===== src/include/ssc_pkg.sv =====
// package: offsets, field positions, reset values and carriers of the sync select register bank
package ssc_pkg;

   // ****************************************
   // register offsets
   // ****************************************
   localparam logic [7:0] OFS_SRC_SEL   = 8'h12;
   localparam logic [7:0] OFS_SEP_THR   = 8'h13;
   localparam logic [7:0] OFS_CTL       = 8'h14;
   localparam logic [7:0] OFS_POL_STAT  = 8'h15;
   localparam logic [7:0] OFS_SLICER    = 8'h16;
   localparam logic [7:0] OFS_LEAD      = 8'h17;
   localparam logic [7:0] OFS_TRAIL     = 8'h18;
   localparam logic [7:0] OFS_TEST_A    = 8'h19;
   localparam logic [7:0] OFS_TEST_B    = 8'h1A;
   localparam logic [7:0] OFS_TEST_C    = 8'h1B;
   localparam logic [7:0] OFS_TEST_FMT  = 8'h1C;

   // ****************************************
   // field positions
   // ****************************************
   localparam int BIT_HS_OVR    = 5;
   localparam int BIT_HS_SEL    = 4;
   localparam int BIT_VS_OVR    = 3;
   localparam int BIT_VS_SEL    = 2;
   localparam int BIT_HOLD_SEL  = 1;
   localparam int BIT_PWR_N     = 0;
   localparam int BIT_SCAN_EN   = 2;
   localparam int BIT_HOLD_POVR = 1;
   localparam int BIT_HS_POVR   = 0;
   localparam int BIT_STAT_HS   = 7;
   localparam int BIT_STAT_VS   = 6;
   localparam int BIT_STAT_HOLD = 5;
   localparam int SLC_MSB       = 7;
   localparam int SLC_LSB       = 3;
   localparam int BIT_FMT_422   = 1;

   // ****************************************
   // values after reset
   // ****************************************
   localparam logic [7:0] RST_SRC_SEL  = 8'h01;
   localparam logic [7:0] RST_SEP_THR  = 8'h20;
   localparam logic [2:0] RST_CTL      = 3'h0;
   localparam logic [4:0] RST_SLICER   = 5'h17;
   localparam logic [7:0] RST_LEAD     = 8'h00;
   localparam logic [7:0] RST_TRAIL    = 8'h00;
   localparam logic [7:0] RST_TEST_A   = 8'h00;
   localparam logic [7:0] RST_TEST_B   = 8'h00;
   localparam logic [7:0] RST_TEST_C   = 8'h00;
   localparam logic [7:0] RST_TEST_FMT = 8'h00;

   // ****************************************
   // carriers
   // ****************************************
   // live outputs of the activity and polarity detectors
   typedef struct packed {
      logic hs_act;
      logic sog_act;
      logic vs_act;
      logic hs_pol;
      logic vs_pol;
      logic hold_pol;
   } ssc_det_t;

   // one pixel of video data
   typedef struct packed {
      logic [7:0] red;
      logic [7:0] green;
      logic [7:0] blue;
   } ssc_pix_t;

endpackage


===== src/design/ssc_pin_sync.sv =====
// module: three-stage pin synchroniser with agreement filter
`timescale 1ns/1ps

module ssc_pin_sync #(
   parameter int W = 4
) (
   // clock and reset
   input wire logic sys_clk_i,
   input wire logic rst_i,
   // pins and filtered result
   input wire logic [W-1:0] pin_i,
   output logic [W-1:0] pin_o
);

   logic [W-1:0] s1_ff;
   logic [W-1:0] s2_ff;
   logic [W-1:0] s3_ff;
   logic [W-1:0] out_ff;
   logic [W-1:0] nxt_out;

   // ****************************************
   // agreement filter
   // ****************************************
   // a bit moves only once stages two and three agree; stage one feeds stage two only
   always_comb begin
      for (int i = 0; i < W; i++) begin
         nxt_out[i] = (s2_ff[i] == s3_ff[i]) ? s3_ff[i] : out_ff[i];
      end
   end

   // synchroniser chain and filtered output
   always_ff @(posedge sys_clk_i or posedge rst_i) begin
      if (rst_i) begin
         s1_ff <= '0;
         s2_ff <= '0;
         s3_ff <= '0;
         out_ff <= '0;
      end else begin
         s1_ff <= pin_i;
         s2_ff <= s1_ff;
         s3_ff <= s2_ff;
         out_ff <= nxt_out;
      end
   end

   assign pin_o = out_ff;

endmodule


===== src/design/ssc_sync_select.sv =====
// module: sync source selection, separator, hold window and output format register bank
//
// Functional notes
// (RULE1) 12h bit4 picks hsync source under override, and breaks auto ties; 0 is pin
// (RULE2) 12h bit3 set bypasses automatic vertical selection, bit2 then decides
// (RULE3) 12h bit2 under override: 0 vertical pin, 1 separator output
// (RULE4) 12h bit1 picks hold source: 0 external pin, 1 the selected vertical sync
// (RULE5) 12h bit0 low powers the whole device down; reset value one
// (RULE6) while powered down no detector reports any activity
// (RULE7) separator toggles only after counting 13h pixel clocks; reset 32
// (RULE8) host should set separator count above widest horizontal pulse
// (RULE9) 14h bit2 enables scan function; reset zero
// (RULE10) 14h bit1 low uses detected hold polarity, high the user setting
// (RULE11) 14h bit0 low uses detected hsync polarity, high the user setting
// (RULE12) 15h bit7 reads detected hsync polarity, one positive
// (RULE13) 15h bit6 reads detected vsync polarity, one active high
// (RULE14) 15h bit5 reads detected external hold polarity, one positive
// (RULE15) 16h bits 7-3 hold slicer code, 10 mV steps, reset 23
// (RULE16) 17h sets hold lead in line periods before vertical sync
// (RULE17) 18h sets hold trail in line periods after vertical sync
// (RULE18) host writes test registers 1Ah, 1Bh, 1Ch with fixed values
// (RULE19) 1Ch bit1 selects 4:2:2 output, shrinking data lines to 16
// (RULE20) in 4:2:2 green carries luma, red alternates chroma, blue floats
// (RULE21) auto hsync: only one active wins, both or none defer to bit4
// (RULE22) vertical override forces the active vertical choice to bit2
// (RULE23) reset loads every default; status follows live detectors afterwards
`timescale 1ns/1ps

module ssc_sync_select #(
   parameter int LINE_W = 12
) (
   // clock and reset
   input wire logic sys_clk_i,
   input wire logic rst_i,
   // register access from the serial port
   input wire logic wr_en_i,
   input wire logic rd_en_i,
   input wire logic [7:0] addr_i,
   input wire logic [7:0] wdata_i,
   output logic [7:0] rdata_o,
   // sync pins
   input wire logic hsync_pin_i,
   input wire logic green_embedded_sync_i,
   input wire logic vsync_pin_i,
   input wire logic hold_pin_i,
   // detector results and user polarity settings
   input wire ssc_pkg::ssc_det_t det_i,
   input wire logic user_hs_pol_i,
   input wire logic user_hold_pol_i,
   // video data
   input wire ssc_pkg::ssc_pix_t pix_i,
   output ssc_pkg::ssc_pix_t pix_o,
   output logic blue_oe_o,
   // sync and control results
   output logic active_horizontal_choice_o,
   output logic active_vertical_choice_o,
   output logic hsync_pll_o,
   output logic vsync_o,
   output logic pll_hold_o,
   output logic full_power_down_n_o,
   output logic scan_en_o,
   output logic [4:0] slicer_code_o,
   output logic fmt_422_o
);

   // ****************************************
   // pin synchronisers
   // ****************************************
   logic [3:0] pin_s;

   ssc_pin_sync #(.W(4)) u_pins (
      .sys_clk_i(sys_clk_i),
      .rst_i(rst_i),
      .pin_i({hold_pin_i, vsync_pin_i, green_embedded_sync_i, hsync_pin_i}),
      .pin_o(pin_s)
   );

   logic hs_pin;
   logic sog_pin;
   logic vs_pin;
   logic hold_pin;
   assign hs_pin = pin_s[0];
   assign sog_pin = pin_s[1];
   assign vs_pin = pin_s[2];
   assign hold_pin = pin_s[3];

   // ****************************************
   // register file
   // ****************************************
   logic [7:0] src_ff, thr_ff, lead_ff, trail_ff, tsta_ff, tstb_ff, tstc_ff, fmt_ff;
   logic [2:0] ctl_ff;
   logic [4:0] slc_ff;
   logic [7:0] rdata_ff;
   logic [7:0] nxt_src, nxt_thr, nxt_lead, nxt_trail, nxt_tsta, nxt_tstb, nxt_tstc, nxt_fmt;
   logic [2:0] nxt_ctl;
   logic [4:0] nxt_slc;
   logic [7:0] nxt_rdata;

   // write decode; unmapped or read-only offsets swallow the write
   always_comb begin
      nxt_src = src_ff;
      nxt_thr = thr_ff;
      nxt_ctl = ctl_ff;
      nxt_slc = slc_ff;
      nxt_lead = lead_ff;
      nxt_trail = trail_ff;
      nxt_tsta = tsta_ff;
      nxt_tstb = tstb_ff;
      nxt_tstc = tstc_ff;
      nxt_fmt = fmt_ff;
      if (wr_en_i) begin
         case (addr_i)
            ssc_pkg::OFS_SRC_SEL: nxt_src = wdata_i;
            ssc_pkg::OFS_SEP_THR: nxt_thr = wdata_i; // RULE7
            ssc_pkg::OFS_CTL: nxt_ctl = wdata_i[2:0];
            ssc_pkg::OFS_SLICER: nxt_slc = wdata_i[ssc_pkg::SLC_MSB:ssc_pkg::SLC_LSB]; // RULE15
            ssc_pkg::OFS_LEAD: nxt_lead = wdata_i; // RULE16
            ssc_pkg::OFS_TRAIL: nxt_trail = wdata_i; // RULE17
            ssc_pkg::OFS_TEST_A: nxt_tsta = wdata_i;
            ssc_pkg::OFS_TEST_B: nxt_tstb = wdata_i;
            ssc_pkg::OFS_TEST_C: nxt_tstc = wdata_i;
            ssc_pkg::OFS_TEST_FMT: nxt_fmt = wdata_i; // RULE19
            default: ;
         endcase
      end
   end

   // read mux; reserved bits and unmapped offsets read as zero
   always_comb begin
      nxt_rdata = rdata_ff;
      if (rd_en_i) begin
         case (addr_i)
            ssc_pkg::OFS_SRC_SEL: nxt_rdata = src_ff;
            ssc_pkg::OFS_SEP_THR: nxt_rdata = thr_ff;
            ssc_pkg::OFS_CTL: nxt_rdata = {5'h00, ctl_ff};
            ssc_pkg::OFS_POL_STAT: nxt_rdata = {det_i.hs_pol, det_i.vs_pol, det_i.hold_pol,
                                                5'h00}; // RULE12 RULE13 RULE14
            ssc_pkg::OFS_SLICER: nxt_rdata = {slc_ff, 3'h0};
            ssc_pkg::OFS_LEAD: nxt_rdata = lead_ff;
            ssc_pkg::OFS_TRAIL: nxt_rdata = trail_ff;
            ssc_pkg::OFS_TEST_A: nxt_rdata = tsta_ff;
            ssc_pkg::OFS_TEST_B: nxt_rdata = tstb_ff;
            ssc_pkg::OFS_TEST_C: nxt_rdata = tstc_ff;
            ssc_pkg::OFS_TEST_FMT: nxt_rdata = fmt_ff;
            default: nxt_rdata = 8'h00;
         endcase
      end
   end

   // register storage with documented defaults
   always_ff @(posedge sys_clk_i or posedge rst_i) begin
      if (rst_i) begin
         src_ff <= ssc_pkg::RST_SRC_SEL; // RULE5 RULE23
         thr_ff <= ssc_pkg::RST_SEP_THR;
         ctl_ff <= ssc_pkg::RST_CTL;
         slc_ff <= ssc_pkg::RST_SLICER;
         lead_ff <= ssc_pkg::RST_LEAD;
         trail_ff <= ssc_pkg::RST_TRAIL;
         tsta_ff <= ssc_pkg::RST_TEST_A;
         tstb_ff <= ssc_pkg::RST_TEST_B;
         tstc_ff <= ssc_pkg::RST_TEST_C;
         fmt_ff <= ssc_pkg::RST_TEST_FMT;
         rdata_ff <= 8'h00;
      end else begin
         src_ff <= nxt_src;
         thr_ff <= nxt_thr;
         ctl_ff <= nxt_ctl;
         slc_ff <= nxt_slc;
         lead_ff <= nxt_lead;
         trail_ff <= nxt_trail;
         tsta_ff <= nxt_tsta;
         tstb_ff <= nxt_tstb;
         tstc_ff <= nxt_tstc;
         fmt_ff <= nxt_fmt;
         rdata_ff <= nxt_rdata;
      end
   end

   // ****************************************
   // detector gating and source choice
   // ****************************************
   logic pwr_on;
   logic det_hs, det_sog, det_vs;
   logic nxt_ahs, nxt_avs;
   logic ahs_ff, avs_ff;

   // detectors are dead while powered down, so no activity is reported; polarity status still reads live
   assign pwr_on = src_ff[ssc_pkg::BIT_PWR_N];
   assign det_hs = det_i.hs_act & pwr_on; // RULE6
   assign det_sog = det_i.sog_act & pwr_on; // RULE6
   assign det_vs = det_i.vs_act & pwr_on; // RULE6

   // horizontal choice: override, lone detector, then tie break
   always_comb begin
      if (src_ff[ssc_pkg::BIT_HS_OVR]) begin
         nxt_ahs = src_ff[ssc_pkg::BIT_HS_SEL]; // RULE1
      end else if (det_sog && !det_hs) begin
         nxt_ahs = 1'b1; // RULE21
      end else if (det_hs && !det_sog) begin
         nxt_ahs = 1'b0; // RULE21
      end else begin
         nxt_ahs = src_ff[ssc_pkg::BIT_HS_SEL]; // RULE1 RULE21
      end
   end

   // vertical choice: override, else pin when its activity is seen, else separator output
   always_comb begin
      if (src_ff[ssc_pkg::BIT_VS_OVR]) begin
         nxt_avs = src_ff[ssc_pkg::BIT_VS_SEL]; // RULE2 RULE3 RULE22
      end else begin
         nxt_avs = !det_vs; // RULE2
      end
   end

   // ****************************************
   // sync separator
   // ****************************************
   logic hs_sel;
   logic sep_ff, nxt_sep;
   logic [7:0] sep_cnt_ff, nxt_sep_cnt;

   assign hs_sel = ahs_ff ? sog_pin : hs_pin;

   // low-pass: output follows the input only after it differed for thr counts
   always_comb begin
      nxt_sep = sep_ff;
      nxt_sep_cnt = 8'h00;
      if (pwr_on && (sog_pin != sep_ff)) begin
         if (sep_cnt_ff == thr_ff) begin
            nxt_sep = sog_pin; // RULE7
         end else begin
            nxt_sep_cnt = sep_cnt_ff + 8'h01; // RULE7
         end
      end
   end

   // ****************************************
   // polarity and hold window
   // ****************************************
   logic hs_pol_eff, hold_pol_eff;
   logic hs_norm, vs_norm, hold_norm, vs_raw;
   logic hs_prev_ff, vs_prev_ff;
   logic line_edge, vs_rise, vs_fall;
   logic [LINE_W-1:0] lines_ff, nxt_lines, frame_ff, nxt_frame;
   logic [7:0] post_ff, nxt_post;
   logic pre_on, hold_win, nxt_hold;

   assign hs_pol_eff = ctl_ff[ssc_pkg::BIT_HS_POVR] ? user_hs_pol_i : det_i.hs_pol; // RULE11
   assign hold_pol_eff = ctl_ff[ssc_pkg::BIT_HOLD_POVR] ? user_hold_pol_i
                                                        : det_i.hold_pol; // RULE10
   // everything below works on active-high versions of the syncs
   assign hs_norm = hs_sel ^ ~hs_pol_eff;
   assign vs_raw = avs_ff ? sep_ff : vs_pin;
   assign vs_norm = vs_raw ^ ~det_i.vs_pol;
   assign hold_norm = hold_pin ^ ~hold_pol_eff;
   assign line_edge = hs_norm & ~hs_prev_ff;
   assign vs_rise = vs_norm & ~vs_prev_ff;
   assign vs_fall = ~vs_norm & vs_prev_ff;

   // lead needs the frame length, learned from the previous frame's line count
   assign pre_on = (lead_ff != 8'h00) && (frame_ff != '0) &&
                   ({1'b0, lines_ff} + {{(LINE_W - 7){1'b0}}, lead_ff}
                    >= {1'b0, frame_ff}); // RULE16
   assign hold_win = vs_norm | pre_on | (post_ff != 8'h00);

   // line counter, frame length capture and trail countdown
   always_comb begin
      nxt_lines = lines_ff;
      nxt_frame = frame_ff;
      nxt_post = post_ff;
      if (vs_rise) begin
         nxt_frame = lines_ff;
         nxt_lines = '0;
      end else if (line_edge) begin
         nxt_lines = lines_ff + {{(LINE_W - 1){1'b0}}, 1'b1};
      end
      if (vs_fall) begin
         nxt_post = trail_ff; // RULE17
      end else if (line_edge && post_ff != 8'h00) begin
         nxt_post = post_ff - 8'h01; // RULE17
      end
   end

   // hold source pick
   always_comb begin
      if (src_ff[ssc_pkg::BIT_HOLD_SEL]) begin
         nxt_hold = hold_win; // RULE4
      end else begin
         nxt_hold = hold_norm; // RULE4 RULE10
      end
   end

   // ****************************************
   // output format path
   // ****************************************
   logic fmt422;
   logic phase_ff, nxt_phase;
   ssc_pkg::ssc_pix_t pix_ff, nxt_pix;

   assign fmt422 = fmt_ff[ssc_pkg::BIT_FMT_422];

   // 4:2:2 keeps luma on green and interleaves both chroma inputs on red
   always_comb begin
      nxt_pix = pix_i;
      nxt_phase = 1'b0;
      if (fmt422) begin
         nxt_phase = ~phase_ff;
         nxt_pix.red = phase_ff ? pix_i.blue : pix_i.red; // RULE20
         nxt_pix.blue = 8'h00; // RULE20
      end
   end

   // sync, window and data state
   always_ff @(posedge sys_clk_i or posedge rst_i) begin
      if (rst_i) begin
         ahs_ff <= 1'b0;
         avs_ff <= 1'b0;
         sep_ff <= 1'b0;
         sep_cnt_ff <= 8'h00;
         hs_prev_ff <= 1'b0;
         vs_prev_ff <= 1'b0;
         lines_ff <= '0;
         frame_ff <= '0;
         post_ff <= 8'h00;
         phase_ff <= 1'b0;
         pix_ff <= '0;
      end else begin
         ahs_ff <= nxt_ahs;
         avs_ff <= nxt_avs;
         sep_ff <= nxt_sep;
         sep_cnt_ff <= nxt_sep_cnt;
         hs_prev_ff <= hs_norm;
         vs_prev_ff <= vs_norm;
         lines_ff <= nxt_lines;
         frame_ff <= nxt_frame;
         post_ff <= nxt_post;
         phase_ff <= nxt_phase;
         pix_ff <= nxt_pix;
      end
   end

   // registered sync outputs
   logic hs_out_ff, vs_out_ff, hold_out_ff, boe_ff;
   always_ff @(posedge sys_clk_i or posedge rst_i) begin
      if (rst_i) begin
         hs_out_ff <= 1'b0;
         vs_out_ff <= 1'b0;
         hold_out_ff <= 1'b0;
         boe_ff <= 1'b1;
      end else begin
         hs_out_ff <= hs_norm;
         vs_out_ff <= vs_norm;
         hold_out_ff <= nxt_hold;
         boe_ff <= ~fmt422; // RULE20
      end
   end

   // ****************************************
   // outputs
   // ****************************************
   assign rdata_o = rdata_ff;
   assign pix_o = pix_ff;
   assign blue_oe_o = boe_ff;
   assign active_horizontal_choice_o = ahs_ff;
   assign active_vertical_choice_o = avs_ff;
   assign hsync_pll_o = hs_out_ff;
   assign vsync_o = vs_out_ff;
   assign pll_hold_o = hold_out_ff;
   assign full_power_down_n_o = src_ff[ssc_pkg::BIT_PWR_N]; // RULE5
   assign scan_en_o = ctl_ff[ssc_pkg::BIT_SCAN_EN]; // RULE9
   assign slicer_code_o = slc_ff; // RULE15
   assign fmt_422_o = fmt_ff[ssc_pkg::BIT_FMT_422]; // RULE19
endmodule


===== config.mk =====
export PLATFORM = sky130hd
export DESIGN_NAME = ssc_sync_select
export DESIGN_NICKNAME = d
export VERILOG_FILES = /design/src/include/ssc_pkg.sv /design/src/design/ssc_pin_sync.sv /design/src/design/ssc_sync_select.sv
export SDC_FILE = /design/constraint.sdc
export NUM_CORES = 1
export LEC_CHECK = 0
export ABC_AREA = 1
export CAP_MARGIN = 20
export CORE_ASPECT_RATIO = 1.25
export CORE_MARGIN = 4
export CORE_UTILIZATION = 45
export DETAILED_ROUTE_END_ITERATION = 8
export DONT_BUFFER_PORTS = 1
export PLACE_DENSITY = 0.58
export SLEW_MARGIN = 10
export SYNTH_ARGS = -nofsm -noshare
export SYNTH_HDL_FRONTEND = slang
export SYNTH_HIERARCHICAL = 1
export SYNTH_SLANG_ARGS = --single-unit
export TNS_END_PERCENT = 50

===== constraint.sdc =====
create_clock -name sys_clk_i -period 13.45 [get_ports sys_clk_i]
set_input_delay 2.0175 -clock sys_clk_i [delete_from_list [all_inputs] [get_ports sys_clk_i]]
set_output_delay 2.0175 -clock sys_clk_i [all_outputs]
set_load 0.01 [all_outputs]

==> metrics list <==
- The run finished with clean final reports.
- Flip-flop and latch count after synthesis: approximately 170
- A synthesized cell averages 8.53 um2.
- Counting instances, the worst hold path has a depth of 0.
* Antenna-violating nets left: 0
* Worst slew pin tran: 1.01 ns
- The final route contains between 6000 and 7000 vias.
* Initial core utilization: 0.458
- For this run, the number of standard cells in the final layout without fillers is 1181.
- The first global-routing pass estimated 32.8 mm of wire.
* Placement Cell Area: 8230 um2
- Based on the critical path, the design can be clocked at up to 0.323 GHz.
* Worst setup timing slack at the placement stage: 9.85 ns
- Critical path's slowest cell: sky130_fd_sc_hd__inv_2
- The startpoint identified for the worst hold timing path is u_pins/s1_ff[3].
- The tightest min-delay check is of the register to register type.
* Path depth of the worst reg2reg path: 20
- Period minus WS final: 3.10 ns
* Iteration-0 DRC count of the detailed router: between 400 and 500
- Number of global-route vias before repair: 6141
- The number of antenna diodes in the final layout is 0.
- After clock tree synthesis, the clock-pin slew on the worst setup and hold paths is around 0.060 ns.
- Count of yosys warnings during synthesis: 6
- Of all nets on the critical path, the largest fanout is 24.
* FILL cells: 1663
- Deepest level of the CTS H-tree: 4
- Total number of nets in the final design: 1025
- Seq pwr share: 0.442
- Crit. End Element: register
- In this run the register-to-register setup slack is around 10 ns.
- Area of the core region: 17500 um2
* R2R Path End: pll_hold_o
- In the final layout, the share of cells above drive strength 1 is 0.0721.
- The tree is rooted in a sky130_fd_sc_hd__clkbuf_16.
- Setup violations remaining at the end of the flow were counted as 0.
- Required time reported for the critical path endpoint: ~14 ns
* Placed cell count: 1149
- Static leakage: ~4.2 nW
- The analysis attributes to net switching a power of roughly 0.00040 W.
- From left edge to right edge, the die measures ~130 um.
* Post-synthesis instance total: about 940
- Number of clock sinks seen by CTS: 168
* Detailed placer's ending HPWL: 14.9 mm
- The count of buffers added on input and output ports is 0.
- The die is 157 um tall.
- Later-pin clock latency in the skew report: 0.43 ns
* Global Route Usage Sum: 0.212
- Post-layout utilization of the core: 0.506
- Across all setup checks in the final design, the least slack found is 10.35 ns.
- The number of hold-slack violations in the final timing report is 0.
* Slew HR: 0.324
* Number of buffer and inverter stages on the critical path: 2
* Total count of max-transition violations in the final report: 0
- Row generation in the floorplan step produced 54 rows.
- Of the total power, combinational logic draws 0.166.
- Final clock period utilization by the worst path: 0.230
* Sequential-to-total area share from yosys stat: 0.525
- Avg WL per Cell: 17.2 um
- First-pass detailed-route iteration total: 5
* Post-synth net total: 1022
* Count of flip-flops with a built-in enable after synthesis: 0
* Critical path startpoint category: primary input
* Most frequent standard cell in the layout excluding fill and tap cells: sky130_fd_sc_hd__nand2_1
* Maximum number of pins on one net before global-route repair: 79
- Area added between synthesis and finish: 10.4%
- After detailed routing, the number of remaining DRC violations is 0.
- Summed over all layers, the global routing overflow is 0.
- The clock arrives with ~0.0085 ns of skew.
- List of cells traversed by the critical path: inv_1 -> nor2_1 -> nand2_2 -> inv_2 -> nand3_1 -> nor2_1 -> nand2_1 -> nand2_1 -> o21ai_0
- Number of library cell types mapped by synthesis: 42
- Max-cap violations in this run came to 0.
- After clock tree synthesis, the flow added hold-fix buffers numbering 0.
- For the final routed database, the setup TNS stands at 0 ns.
- Counting flops with an async set or reset pin after synthesis yields a share of 1.00.
* Number of antenna violations at the first check in global routing: 0
- The kind of cell with the highest combined delay along the critical path is simple AND/OR/NAND/NOR gates.
* DIE AREA: roughly 20000 um2
- Aggregate routed wire length: 20.3 mm
* Setup repair after global routing missed its margin: false
* Power density over cell area: 149 nW/um2
* Resize count post-CTS: 0
- The setup path with the least slack is of type primary input to register.
- Final design area excluding fillers: 8850 um2
- Number of CTS-inserted buffers: 17
* IR Drop Worst-Case VDD: between 90 and 100 uV
- Internal power comes to 0.000921 W.
- Using the TritonRoute via totals, the vias-per-cell ratio works out to ~5.2.
- TritonCTS built the clock tree.
- Top_reg_cell synth: sky130_fd_sc_hd__dfrtp_1
- Of the total power, the share spent switching nets is 0.304.
* Reg-to-reg critical path startpoint: lines_ff[0]
- Clock Power Share: 0.392
* Sink of the worst hold path: u_pins/s2_ff[3]
* Final weighted congestion in routability-driven placement: between 0.8 and 0.9
* Number of buffers on the longest clock path: 2
- Post-CTS timing repair inserted 0 buffers for setup.
* Commonest cells after routing, fill and taps aside: sky130_fd_sc_hd__nand2_1, sky130_fd_sc_hd__dfrtp_1, sky130_fd_sc_hd__o21ai_0
- Pin placement for this block handled 102 I/O pins.
- Post-Syn Area: 8020 um2
- Worst endpoint data arrival time: 3.39 ns
- The largest single stage delay on the critical path is 0.32 ns.
-- state kept, by name, summed over array words and instances (netlist names), 3 cells and up --
signal / flops
u_pins/s1_ff: 4
u_pins/s3_ff: 4
u_pins/s2_ff: 4
tsta_ff: 8
pix_o: 24
fmt_ff: 8
rdata_o: 8
lead_ff: 8
frame_ff: 12
post_ff: 8
src_ff: 8
tstb_ff: 8
ctl_ff: 3
trail_ff: 8
tstc_ff: 8
lines_ff: 12
sep_cnt_ff: 8
thr_ff: 8
slicer_code_o: 5
u_pins/pin_o: 4
-- layer usage --
layer / track usage / share of wire
met1: 0.267 / 0.43
met2: 0.352 / 0.49
met3: 0.0570 / 0.054
met4: 0.0792 / 0.027
met5: 0 / 0
-- worst reg2reg max path, stage by stage (launching register included) --
cell and delay (ns):
sky130_fd_sc_hd__dfrtp_1 0.46, sky130_fd_sc_hd__ha_1 0.21, sky130_fd_sc_hd__inv_1 0.05, sky130_fd_sc_hd__fa_1 0.40, sky130_fd_sc_hd__nand3b_1 0.17, sky130_fd_sc_hd__nand2_1 0.14
sky130_fd_sc_hd__a21oi_1 0.15, sky130_fd_sc_hd__xor2_1 0.17, sky130_fd_sc_hd__ha_1 0.31, sky130_fd_sc_hd__nand2_1 0.08, sky130_fd_sc_hd__nor2_1 0.14, sky130_fd_sc_hd__nand2_1 0.07
sky130_fd_sc_hd__nand2_1 0.05, sky130_fd_sc_hd__nor2_1 0.03, sky130_fd_sc_hd__nand2_1 0.07, sky130_fd_sc_hd__nand2_1 0.05, sky130_fd_sc_hd__nand2_1 0.05, sky130_fd_sc_hd__nand2_1 0.04
sky130_fd_sc_hd__nand2_1 0.07, sky130_fd_sc_hd__nand2_1 0.08, sky130_fd_sc_hd__a21oi_1 0.13
-- stage by stage --
step	power (W)	hold slack, ns
6_report	0.00132	0.353
5_1_grt	0.00139	0.357
4_1_cts	0.00134	0.356
3_5_place_dp	0.000817	0.340
3_3_place_gp	0.000815	0.340
2_1_floorplan	0.000756	0.331
-- layout make-up --
| cell class | count | area (um2) | area share |
|---|---|---|---|
| Timing Repair Buffer | 1 | 7.51 | 0.000848 |
| Tap cell | 224 | 280 | 0.0317 |
| Multi-Input combinational cell | 641 | 3290 | 0.372 |
| Clock inverter | 14 | 185 | 0.0209 |
| Inverter | 115 | 437 | 0.0493 |
| Clock buffer | 18 | 439 | 0.0496 |
| Sequential cell | 168 | 4210 | 0.476 |
-- power groups by stage --
| stage | sequential (W) | clock (W) | combinational [W] |
|---|---|---|---|
| 4_1_cts | 0.000586 | 0.000529 | 0.000223 |
| 3_5_place_dp | 0.000595 | 0 | 0.000222 |
| 2_1_floorplan | 0.000581 | 0 | 0.000175 |
| 6_report | 0.000585 | 0.000519 | 0.000220 |
| 5_1_grt | 0.000591 | 0.000552 | 0.000252 |
| 3_3_place_gp | 0.000595 | 0 | 0.000220 |
-- kinds of logic (layout without fill, tap and decap cells) --
| family | after synthesis | in the layout | synth area share |
|---|---|---|---|
| compound gates | 175 | 175 | 0.116 |
| xor+xnor | 29 | 29 | 0.0326 |
| fa+ha+maj | 25 | 25 | 0.0399 |
| buf+inv | 132 | 148 | 0.0646 |
| flops | 168 | 168 | 0.525 |
| simple gates | 412 | 412 | 0.222 |
-- worst max-delay path by stage --
stage	start	to	slack, ns	cells after the start
after floorplan	rst_i	active_horizontal_choice_o	7.35	1
after global placement	rst_i	tstb_ff[4]	9.84	2
after detailed placement	rst_i	phase_ff	9.85	2
after CTS	rst_i	fmt_ff[5]	10.31	2
after global routing	rst_i	rdata_o[3]	10.12	2
final	addr_i[4]	trail_ff[6]	10.35	9
-- cells in the mapped netlist, types with 5 or more instances --
cell type | n | share of area
sky130_fd_sc_hd__inv_2 | 8 | 0.0037
sky130_fd_sc_hd__a21oi_1 | 19 | 0.012
sky130_fd_sc_hd__xnor2_1 | 12 | 0.013
sky130_fd_sc_hd__dfrtp_1 | 161 | 0.50
sky130_fd_sc_hd__o211ai_1 | 7 | 0.0066
sky130_fd_sc_hd__inv_1 | 106 | 0.050
sky130_fd_sc_hd__nand4_1 | 9 | 0.0070
sky130_fd_sc_hd__nand3_1 | 40 | 0.025
sky130_fd_sc_hd__o21ai_1 | 11 | 0.0069
sky130_fd_sc_hd__nand2_1 | 250 | 0.12
sky130_fd_sc_hd__buf_2 | 9 | 0.0056
sky130_fd_sc_hd__nor3_1 | 17 | 0.011
sky130_fd_sc_hd__dfstp_2 | 7 | 0.023
sky130_fd_sc_hd__nand2_2 | 9 | 0.0070
sky130_fd_sc_hd__a31oi_1 | 5 | 0.0039
sky130_fd_sc_hd__o21ai_0 | 123 | 0.077
sky130_fd_sc_hd__ha_1 | 24 | 0.037
sky130_fd_sc_hd__clkbuf_1 | 6 | 0.0028
sky130_fd_sc_hd__xor2_1 | 16 | 0.017
sky130_fd_sc_hd__nor2_1 | 66 | 0.031
(Power assumes the default switching activity.)
